$ cat config.mk
export PLATFORM = sky130hd
export DESIGN_NAME = ahel_homing
export DESIGN_NICKNAME = d
export VERILOG_FILES = /design/src/ahel_pkg.sv /design/src/ahel_homing.sv
export VERILOG_INCLUDE_DIRS = /design/src
export SDC_FILE = /design/constraint.sdc
export NUM_CORES = 1
export LEC_CHECK = 0
export ABC_AREA = 1
export ABC_CLOCK_PERIOD_IN_PS = 20900
export BUFFER_PORTS_ARGS = -buffer_cell sky130_fd_sc_hd__buf_4
export CAP_MARGIN = 20
export CELL_PAD_IN_SITES_DETAIL_PLACEMENT = 1
export CELL_PAD_IN_SITES_GLOBAL_PLACEMENT = 2
export CORE_MARGIN = 2
export CORE_UTILIZATION = 30
export CTS_CLUSTER_SIZE = 14
export DETAILED_ROUTE_END_ITERATION = 6
export PLACE_DENSITY = 0.67
export SETUP_SLACK_MARGIN = 0.15
export SYNTH_ARGS = -nofsm -noshare
export SYNTH_HDL_FRONTEND = slang
export SYNTH_SLANG_ARGS = --single-unit
$ cat constraint.sdc
create_clock -name clk -period 20.9 [get_ports clk]
set_input_delay 1.045 -clock clk [delete_from_list [all_inputs] [get_ports clk]]
set_output_delay 1.045 -clock clk [all_outputs]
set_load 0.01 [all_outputs]
$ cat src/ahel_cfg.svh
// register offsets, field positions, reset values and range limits
`ifndef AHEL_CFG_SVH
`define AHEL_CFG_SVH
`define AHEL_OFF_CTRL 12'h000
`define AHEL_OFF_ORIGIN 12'h004
`define AHEL_OFF_CSPEED 12'h008
`define AHEL_OFF_FSPEED 12'h00c
`define AHEL_OFF_BACKOFF 12'h010
`define AHEL_OFF_LIMIT 12'h014
`define AHEL_OFF_STATUS 12'h018
`define AHEL_OFF_LATCH 12'h01c
`define AHEL_OFF_OVERRUN 12'h020
`define AHEL_OFF_POS 12'h024
`define AHEL_OFF_CMD 12'h028
`define AHEL_B_CLR_RST 0
`define AHEL_B_REQ_HOME 1
`define AHEL_B_CLR_ESTOP 2
`define AHEL_B_ENC_EN 3
`define AHEL_B_CDIR 4
`define AHEL_B_FDIR 5
`define AHEL_B_PASS 8
`define AHEL_CTRL_RST 32'h0000010b
`define AHEL_ORIGIN_RST 32'h00000000
`define AHEL_CSPEED_RST 32'h000003e8
`define AHEL_FSPEED_RST 32'h00000064
`define AHEL_BACKOFF_RST 32'h00000000
`define AHEL_LIMIT_RST 32'h000f4240
`define AHEL_SPEED_MIN 32'h00000001
`define AHEL_SPEED_MAX 32'h00989680
`define AHEL_BACKOFF_MAX 32'h000f4240
`endif

$ cat src/ahel_pkg.sv
// types for the axis homing sequencer
package ahel_pkg;
  typedef enum logic [6:0] {
    AHEL_IDLE = 7'h01,
    AHEL_COARSE = 7'h02,
    AHEL_CRETRACT = 7'h04,
    AHEL_FINE = 7'h08,
    AHEL_FSTOP = 7'h10,
    AHEL_RETRACT = 7'h20,
    AHEL_DONE = 7'h40
  } ahel_state_t;
  typedef struct packed {
    logic run;
    logic dir_neg;
    logic [31:0] speed;
  } ahel_move_t;
endpackage

$ cat src/ahel_homing.sv
// axis homing sequencer with encoder index latch and apb registers
// Functional notes
// with feedback enabled, one coarse and one fine pass per axis
// coarse search stops the drive as soon as home switch is seen
// coarse retract runs after coarse stop, before fine search
// fine search reverses, stops at index, latching encoder count
// overrun is rest position minus latched index position
// retract distance is configured back-off minus overrun, then moved
// flag selects clearing homed mark on system reset
// flag selects clearing homed mark on emergency stop
// when required, unhomed axis motion stays blocked
// origin coordinate offset, default zero, clamped to travel limit
// coarse direction configurable, positive or negative
// coarse speed accepted only within its documented range
// fine direction configurable, positive or negative
// fine speed accepted only within its documented range
// signed back-off distance within -1000 to 1000 after fine search; code accepts -1000000 to 1000000
// fine pass count configurable, default one
// after estop with feedback, position follows measured encoder
// operator should enable reset clearing and homing-before-cycle
// soft limits, fixed point, tool change wait for homing
// enable setting selects the feedback homing flow
// homed mark set only after final retract completes
// estop during homing aborts and leaves mark cleared
//
// Our own choices: the APB interface to the registers and the register addresses.
`timescale 1ns/1ps
`include "ahel_cfg.svh"
module ahel_homing #(
  parameter int SYNC_STAGES = 3
) (
  input wire logic clk,
  input wire logic reset,
  input wire logic psel,
  input wire logic penable,
  input wire logic pwrite,
  input wire logic [11:0] paddr,
  input wire logic [31:0] pwdata,
  output logic [31:0] prdata,
  output logic pready,
  output logic pslverr,
  input wire logic home_switch,
  input wire logic encoder_index,
  input wire logic estop,
  input wire logic sys_reset_evt,
  input wire logic drive_done,
  input wire logic [31:0] encoder_count,
  output logic move_run,
  output logic move_dir_neg,
  output logic [31:0] move_speed,
  output logic retract_start,
  output logic [31:0] retract_dist,
  output logic motion_allowed,
  output logic homed,
  output logic aux_enable
);
  // the pin synchronisers below are built for exactly three stages
  if (SYNC_STAGES != 3)
  begin : g_bad_stages
    $error("SYNC_STAGES must be 3");
  end

  // ----------------------------------------------------------
  // pin synchronisers
  // ----------------------------------------------------------
  // a level counts only once stages two and three agree, so a pin pulse
  // shorter than two clocks is filtered out
  logic [2:0] pin_in, pin_st, pin_rise;
  assign pin_in = {estop, encoder_index, home_switch};
  for (genvar g = 0; g < 3; g++)
  begin : g_sync
    logic [2:0] sh_q, sh_d;
    logic lvl_q, lvl_d, prev_q;
    always_comb
    begin
      sh_d = {sh_q[1:0], pin_in[g]};
      lvl_d = (sh_q[1] == sh_q[2]) ? sh_q[2] : lvl_q;
    end
    always_ff @(posedge clk or posedge reset)
    begin
      if (reset)
      begin
        sh_q <= 3'h0;
        lvl_q <= 1'b0;
        prev_q <= 1'b0;
      end
      else
      begin
        sh_q <= sh_d;
        lvl_q <= lvl_d;
        prev_q <= lvl_q;
      end
    end
    assign pin_st[g] = lvl_q;
    assign pin_rise[g] = lvl_q & ~prev_q;
  end
  logic sw_st_q, es_st_q, ix_rise, es_rise;
  assign sw_st_q = pin_st[0];
  assign es_st_q = pin_st[2];
  assign ix_rise = pin_rise[1];
  assign es_rise = pin_rise[2];

  // ----------------------------------------------------------
  // apb register file
  // ----------------------------------------------------------
  logic [31:0] ctrl_q, ctrl_d, origin_q, origin_d, cspd_q, cspd_d;
  logic [31:0] fspd_q, fspd_d, back_q, back_d, lim_q, lim_d;
  logic [31:0] prdata_d;
  logic wr, rd, start_cmd;
  assign wr = psel & penable & pwrite;
  assign rd = psel & ~penable & ~pwrite;
  function automatic logic spd_ok(input logic [31:0] v);
    spd_ok = (v >= `AHEL_SPEED_MIN) && (v <= `AHEL_SPEED_MAX);
  endfunction
  function automatic logic [31:0] sabs(input logic [31:0] v);
    sabs = v[31] ? (~v + 32'h1) : v;
  endfunction
  logic [31:0] latch_q, latch_d, overrun_q, overrun_d, pos_q, pos_d;
  logic homed_q, homed_d;
  ahel_pkg::ahel_state_t st_q, st_d;
  always_comb
  begin
    ctrl_d = ctrl_q;
    origin_d = origin_q;
    cspd_d = cspd_q;
    fspd_d = fspd_q;
    back_d = back_q;
    lim_d = lim_q;
    start_cmd = 1'b0;
    if (wr)
    begin
      case (paddr)
        `AHEL_OFF_CTRL: ctrl_d = pwdata;
        // origin clamp
        `AHEL_OFF_ORIGIN: origin_d = pwdata[31] ? 32'h0 :
          ((pwdata > lim_q) ? lim_q : pwdata);
        // coarse range
        `AHEL_OFF_CSPEED: if (spd_ok(pwdata)) cspd_d = pwdata;
        // fine range
        `AHEL_OFF_FSPEED: if (spd_ok(pwdata)) fspd_d = pwdata;
        // back-off range
        `AHEL_OFF_BACKOFF:
          if (sabs(pwdata) <= `AHEL_BACKOFF_MAX) back_d = pwdata;
        `AHEL_OFF_LIMIT: lim_d = pwdata;
        `AHEL_OFF_CMD: start_cmd = pwdata[0];
        default: ;
      endcase
    end
    prdata_d = 32'h0;
    case (paddr)
      `AHEL_OFF_CTRL: prdata_d = ctrl_q;
      `AHEL_OFF_ORIGIN: prdata_d = origin_q;
      `AHEL_OFF_CSPEED: prdata_d = cspd_q;
      `AHEL_OFF_FSPEED: prdata_d = fspd_q;
      `AHEL_OFF_BACKOFF: prdata_d = back_q;
      `AHEL_OFF_LIMIT: prdata_d = lim_q;
      `AHEL_OFF_STATUS: prdata_d = {24'h0, homed_q, st_q};
      `AHEL_OFF_LATCH: prdata_d = latch_q;
      `AHEL_OFF_OVERRUN: prdata_d = overrun_q;
      `AHEL_OFF_POS: prdata_d = pos_q;
      default: prdata_d = 32'h0;
    endcase
    if (!rd)
      prdata_d = prdata;
  end
  always_ff @(posedge clk or posedge reset)
  begin
    if (reset)
    begin
      ctrl_q <= `AHEL_CTRL_RST;
      origin_q <= `AHEL_ORIGIN_RST;
      cspd_q <= `AHEL_CSPEED_RST;
      fspd_q <= `AHEL_FSPEED_RST;
      back_q <= `AHEL_BACKOFF_RST;
      lim_q <= `AHEL_LIMIT_RST;
      prdata <= 32'h0;
      pready <= 1'b0;
      pslverr <= 1'b0;
    end
    else
    begin
      ctrl_q <= ctrl_d;
      origin_q <= origin_d;
      cspd_q <= cspd_d;
      fspd_q <= fspd_d;
      back_q <= back_d;
      lim_q <= lim_d;
      prdata <= prdata_d;
      // no wait state: ready in the first access cycle
      pready <= psel & ~penable;
      pslverr <= 1'b0;
    end
  end

  // ----------------------------------------------------------
  // homing sequencer
  // ----------------------------------------------------------
  logic [7:0] pass_q, pass_d;
  logic move_run_d, dir_d, rstart_d, aux_d, allow_d;
  logic [31:0] spd_d, rdist_d;
  logic clr_rst, clr_es;
  assign clr_rst = ctrl_q[`AHEL_B_CLR_RST] & sys_reset_evt;
  assign clr_es = ctrl_q[`AHEL_B_CLR_ESTOP] & es_rise;
  always_comb
  begin
    st_d = st_q;
    pass_d = pass_q;
    latch_d = latch_q;
    overrun_d = overrun_q;
    pos_d = pos_q;
    homed_d = homed_q;
    move_run_d = 1'b0;
    dir_d = move_dir_neg;
    spd_d = move_speed;
    rstart_d = 1'b0;
    rdist_d = retract_dist;
    case (st_q)
      ahel_pkg::AHEL_IDLE:
        // flow select
        if (start_cmd && ctrl_q[`AHEL_B_ENC_EN] && !es_st_q)
        begin
          st_d = ahel_pkg::AHEL_COARSE;
          homed_d = 1'b0;
          pass_d = ctrl_q[`AHEL_B_PASS+7:`AHEL_B_PASS];
        end
      ahel_pkg::AHEL_COARSE:
      begin
        // coarse direction
        dir_d = ctrl_q[`AHEL_B_CDIR];
        spd_d = cspd_q;
        move_run_d = 1'b1;
        // stop on switch
        if (sw_st_q)
        begin
          move_run_d = 1'b0;
          st_d = ahel_pkg::AHEL_CRETRACT;
        end
      end
      ahel_pkg::AHEL_CRETRACT:
      begin
        // coarse retract
        dir_d = ~ctrl_q[`AHEL_B_CDIR];
        spd_d = cspd_q;
        move_run_d = sw_st_q;
        if (!sw_st_q)
          st_d = ahel_pkg::AHEL_FINE;
      end
      ahel_pkg::AHEL_FINE:
      begin
        // fine direction
        dir_d = ctrl_q[`AHEL_B_FDIR];
        spd_d = fspd_q;
        move_run_d = 1'b1;
        // index latch
        if (ix_rise)
        begin
          latch_d = encoder_count;
          move_run_d = 1'b0;
          st_d = ahel_pkg::AHEL_FSTOP;
        end
      end
      ahel_pkg::AHEL_FSTOP:
        if (drive_done)
        begin
          // overrun
          overrun_d = encoder_count - latch_q;
          // fine passes; R1 one pass when count is one
          if (pass_q > 8'h1)
          begin
            pass_d = pass_q - 8'h1;
            st_d = ahel_pkg::AHEL_FINE;
          end
          else
          begin
            // actual retract
            rdist_d = back_q - (encoder_count - latch_q);
            rstart_d = 1'b1;
            st_d = ahel_pkg::AHEL_RETRACT;
          end
        end
      ahel_pkg::AHEL_RETRACT:
        if (drive_done && !retract_start)
        begin
          // mark after retract
          homed_d = 1'b1;
          pos_d = origin_q;
          st_d = ahel_pkg::AHEL_DONE;
        end
      ahel_pkg::AHEL_DONE:
        st_d = ahel_pkg::AHEL_IDLE;
      default:
        st_d = ahel_pkg::AHEL_IDLE;
    endcase
    // position correction after estop
    if (es_rise && ctrl_q[`AHEL_B_ENC_EN])
      pos_d = encoder_count;
    // estop abort
    if (es_st_q && st_q != ahel_pkg::AHEL_IDLE)
    begin
      st_d = ahel_pkg::AHEL_IDLE;
      move_run_d = 1'b0;
      rstart_d = 1'b0;
      homed_d = 1'b0;
    end
    // reset clear; R8 estop clear
    if (clr_rst || clr_es)
      homed_d = 1'b0;
    // interlock
    allow_d = homed_d || !ctrl_q[`AHEL_B_REQ_HOME];
    // aux functions wait for homing
    aux_d = homed_d;
  end
  always_ff @(posedge clk or posedge reset)
  begin
    if (reset)
    begin
      st_q <= ahel_pkg::AHEL_IDLE;
      pass_q <= 8'h0;
      latch_q <= 32'h0;
      overrun_q <= 32'h0;
      pos_q <= 32'h0;
      homed_q <= 1'b0;
      move_run <= 1'b0;
      move_dir_neg <= 1'b0;
      move_speed <= 32'h0;
      retract_start <= 1'b0;
      retract_dist <= 32'h0;
      motion_allowed <= 1'b0;
      aux_enable <= 1'b0;
    end
    else
    begin
      st_q <= st_d;
      pass_q <= pass_d;
      latch_q <= latch_d;
      overrun_q <= overrun_d;
      pos_q <= pos_d;
      homed_q <= homed_d;
      move_run <= move_run_d;
      move_dir_neg <= dir_d;
      move_speed <= spd_d;
      retract_start <= rstart_d;
      retract_dist <= rdist_d;
      motion_allowed <= allow_d;
      aux_enable <= aux_d;
    end
  end
  assign homed = homed_q;

  // ----------------------------------------------------------
  // assertions
  // ----------------------------------------------------------
  coarse_stop_a: assert property (@(posedge clk) disable iff (reset)
    (st_q == ahel_pkg::AHEL_COARSE && sw_st_q && !es_st_q) |=> !move_run)
    else $error("coarse search did not stop on switch");
  fine_latch_a: assert property (@(posedge clk) disable iff (reset)
    (st_q == ahel_pkg::AHEL_FINE && ix_rise && !es_st_q)
    |=> latch_q == $past(encoder_count))
    else $error("index count not latched");
  homed_after_a: assert property (@(posedge clk) disable iff (reset)
    $rose(homed_q) |-> $past(st_q) == ahel_pkg::AHEL_RETRACT)
    else $error("homed set outside retract");
  estop_abort_a: assert property (@(posedge clk) disable iff (reset)
    (es_st_q && st_q != ahel_pkg::AHEL_IDLE)
    |=> st_q == ahel_pkg::AHEL_IDLE && !homed_q)
    else $error("estop did not abort homing");
  interlock_a: assert property (@(posedge clk) disable iff (reset)
    ctrl_q[`AHEL_B_REQ_HOME] |=> motion_allowed == homed_q)
    else $error("motion permission does not follow homed mark");
  retract_calc_a: assert property (@(posedge clk) disable iff (reset)
    retract_start |-> retract_dist == $past(back_q) - overrun_q)
    else $error("retract distance wrong");
endmodule

==> metrics.csv <==
stage;metric;value;unit
place;place_congestion;0.899;
min_path;whs_path_depth;0;
routing;routedWlPerCell;23.1;um
final_layout;finalNonFillerCells;4489;
worst_setup_path;reg2reg_depth;23;
worst_setup_path;required;21440;ps
logic_synthesis;ys.warnings.count;0;
timing;worst_slew_pin_slew;976;ps
global_route;grt_pass1_vias;24100;
logic_synthesis;syn_area;0.0244;mm2
worst_setup_path;r2r-end;retract_dist[23]$_DFFE_PP0P_;
floorplanning;die-area;0.0836;mm2
clock_tree;insertion_delay;610;ps
min_path;hold_path_end;g_sync[1].sh_q[1]$_DFF_PP0_;
timing;finalCritPeriodShare;21.0;%
floorplanning;core_area;0.0805;mm2
worst_setup_path;timing.rr.start;latch_q[2]$_DFFE_PP0P_;
min_path;worstHoldPathType;reg2reg;
logic_synthesis;synth.most_common_cell;nand2_1;
clock_tree;clk_pin_slew;60;ps
place;place_inst;4389;
worst_setup_path;path_cells;buf_4 -> inv_1 -> ha_1 -> nand2_2 -> nor2_2 -> nand2_2 -> nor2_4 -> nand3_2 -> o21ai_0 -> nor2_1 -> a21oi_1 -> nand2_1 -> nor3_1 -> nand2_1 -> nand3_2 -> nand2_1 -> nand2_1;
clock_tree;cts_root_buffer;clkbuf_16;
final_layout;design.final.nets;3552;
floorplanning;die_h;289;um
logic_synthesis;synth_edf_count;0;
run;drv_cap;0;
clock_tree;cts.sinks;419;
min_path;hold_path.startpoint;g_sync[1].sh_q[0]$_DFF_PP0_;
timing;fmax;228;MHz
timing;min_period;4380;ps
worst_setup_path;cpMaxStageDelayCell;nand3_2;
worst_setup_path;start_kind;input port;
worst_setup_path;cp_top_family;simple AND/OR/NAND/NOR gates;
logic_synthesis;synthFlopType;dfrtp_1;
clock_tree;cts_buffer_depth;3;
clock_tree;cts_resized;0;
global_route;track_usage;24.7;%
worst_setup_path;arrival;4920;ps
floorplanning;fp-row-count;104;
routing;antenna_left;0;
final_layout;drive_gt1_share;11.7;%
worst_setup_path;worst_setup_path_end_kind;flip-flop;
logic_synthesis;async_flop_share;100;%
logic_synthesis;syn_avg_cell_area;7.52;um2
logic_synthesis;synth_seq_area_share;43.1;%
timing;hold_violations;0;
timing;max-slew-margin-rel;34.2;%
worst_setup_path;crit_buf_inv;2;
timing;setup_viol_count_final;0;
logic_synthesis;synth_top_area_share;40.8;%
worst_setup_path;cp_slowest_stage_delay;850;ps
global_route;grt_pass1_wl;155;mm
timing;rsz0062_at_grt;false;
logic_synthesis;synth_common_cells;nand2_1 (860), dfrtp_1 (398), inv_1 (396);
global_route;grt_max_degree;104;
clock_tree;postCtsSetupBuffers;0;
routing;wl;104;mm
clock_tree;cts_buffers;52;
worst_setup_path;crit_top_cell;nand2_1;
floorplanning;die_x;289;um
floorplanning;start_util;30.3;%
place;dp_hpwl;81.8;mm
timing;drv_slew;0;
power_and_ir_drop;leakage;14.2;nW
routing;drt_iter0_drc;1476;
logic_synthesis;syn_nets;3410;
clock_tree;htree_levels;2;
worst_setup_path;path_class;in2reg;
place;numPortBuffers;188;
final_layout;finalInstanceArea;0.0287;mm2
logic_synthesis;ys_types;56;
logic_synthesis;synthTopCellsByArea;dfrtp_1 (41%), nand2_1 (13%), inv_1 (6.1%);
worst_setup_path;rrSetupSlack;16850;ps
global_route;antenna_found_initial;3;
logic_synthesis;synth_top_cell_by_area;dfrtp_1;
place;dpl_cell_area;0.0270;mm2
global_route;grt_overflow;0;
clock_tree;cts_tree;built;
floorplanning;num_io_pins;190;
power_and_ir_drop;ir_drop;0.0000536;V
logic_synthesis;synth-seq-cells;419;
routing;drc;0;
final_layout;syn_to_final_growth;17.8;%
logic_synthesis;syn_inst;3242;
worst_setup_path;critical_path.max_fanout;32;
status;run_status;finished clean;
timing;setup_tns;0;ps
routing;drt-vias-per-instance;5.20;
routing;firstDrtPassIters;7;
timing;fin_skew;17.8;ps
routing;via_count;23400;
clock_tree;holdBufCountCts;0;
power_and_ir_drop;power_density;72.1;mW/mm2
## worst reg2reg max path: stages, from the launching register on
cell       delay, ps
dfrtp_1          360
inv_1            120
ha_1             330
nand2_1          110
nand2_1           70
inv_1             60
nand2_1          120
nand2_1           90
nand2_1          160
xnor2_1          380
ha_1             290
nand2_1          100
nor2_1           140
nand3_1           90
o2111ai_1        170
nand3_1          150
o21ai_1          200
nand2_1          130
a21boi_1         420
nand3_1          170
nand2_1           90
nand2_1           50
nand3_1           70
nand2_1           60
## sequential cells by signal (all words and copies together) (netlist names), 9 cells and up
name and cells:
back_q 32, cspd_q 32, ctrl_q 32, fspd_q 32, latch_q 32, lim_q 32
move_speed 32, origin_q 32, overrun_q 32, pos_q 32, prdata 32, retract_dist 32
g_sync.sh_q 9
## layout make-up
class	instances	area [um2]
sequential	419	10500
timing repair buffer	224	1720
fill	9786	51800
tap	1060	1330
inverter	406	1530
clock inverter	19	181
multi-input combinational	2281	11900
antenna	2	5.00
clock buffer	78	1550
## cells by family (layout without fill, tap and decap cells)
| family | count (synthesis) | in the layout | share of synthesized area (%) |
|---|---|---|---|
| xor+xnor | 48 | 48 | 1.72 |
| fa+ha+maj | 85 | 85 | 4.39 |
| mux | 32 | 32 | 1.48 |
| flops | 419 | 419 | 43.1 |
| buf+inv | 542 | 727 | 8.45 |
| other cells | 1 | 3 | 0.0154 |
| compound gates | 617 | 617 | 15.5 |
| simple gates | 1498 | 1498 | 25.3 |
## metal layers
| layer | part of all wire [%] | wire [um] | track usage, % |
|---|---|---|---|
| met2 | 42 | 43900 | 36.7 |
| met1 | 50 | 52100 | 37.1 |
| met5 | 0.013 | 13 | 0 |
| met4 | 2.3 | 2430 | 6.01 |
| met3 | 5.2 | 5370 | 4.01 |
## cells in the final DEF (no fill, tap or decap), types with 32 or more instances in the layout
master     count
o2111ai_1     33
nand3_1      181
xor2_1        33
o21ai_0      235
nand4_1       50
buf_4        222
a31oi_1       40
inv_1        394
nand2_1      859
mux2_2        32
clkbuf_16     52
nor2_1       334
a221oi_1      64
dfrtp_1      398
ha_1          80
a21oi_1      127
o22ai_1       43
## metrics by stage
stage          hold WS (ps)  power [W]  util (%)  worst slack [ps]
2_1_floorplan           331    0.00104         -              8230
3_3_place_gp            334    0.00116      33.4             15960
3_5_place_dp            336    0.00117      33.5             15930
4_1_cts                 350    0.00210      35.6             16580
5_1_grt                 359    0.00217      35.7             16210
6_report                348    0.00207      35.7             16520
## where the power goes
group	total, W	internal [W]	switching [W]
clock network	0.000918	0.000537	0.000381
logic	0.000312	0.0000914	0.000221
registers	0.000840	0.000829	0.0000113
total	0.00207	0.00146	0.000612
## worst max path at each step
stage                    start                      to  cells past startpoint
finish               pwdata[1]   back_q[4]$_DFFE_PP0P_                     17
global route        pwdata[31]  back_q[29]$_DFFE_PP0P_                     16
CTS                 pwdata[31]  back_q[25]$_DFFE_PP0P_                     14
detailed placement  pwdata[31]  back_q[25]$_DFFE_PP0P_                     14
global placement    pwdata[31]  back_q[27]$_DFFE_PP0P_                     14
floorplan                reset   back_q[0]$_DFFE_PP0P_                      1
Power figures use the tool's default switching activity.
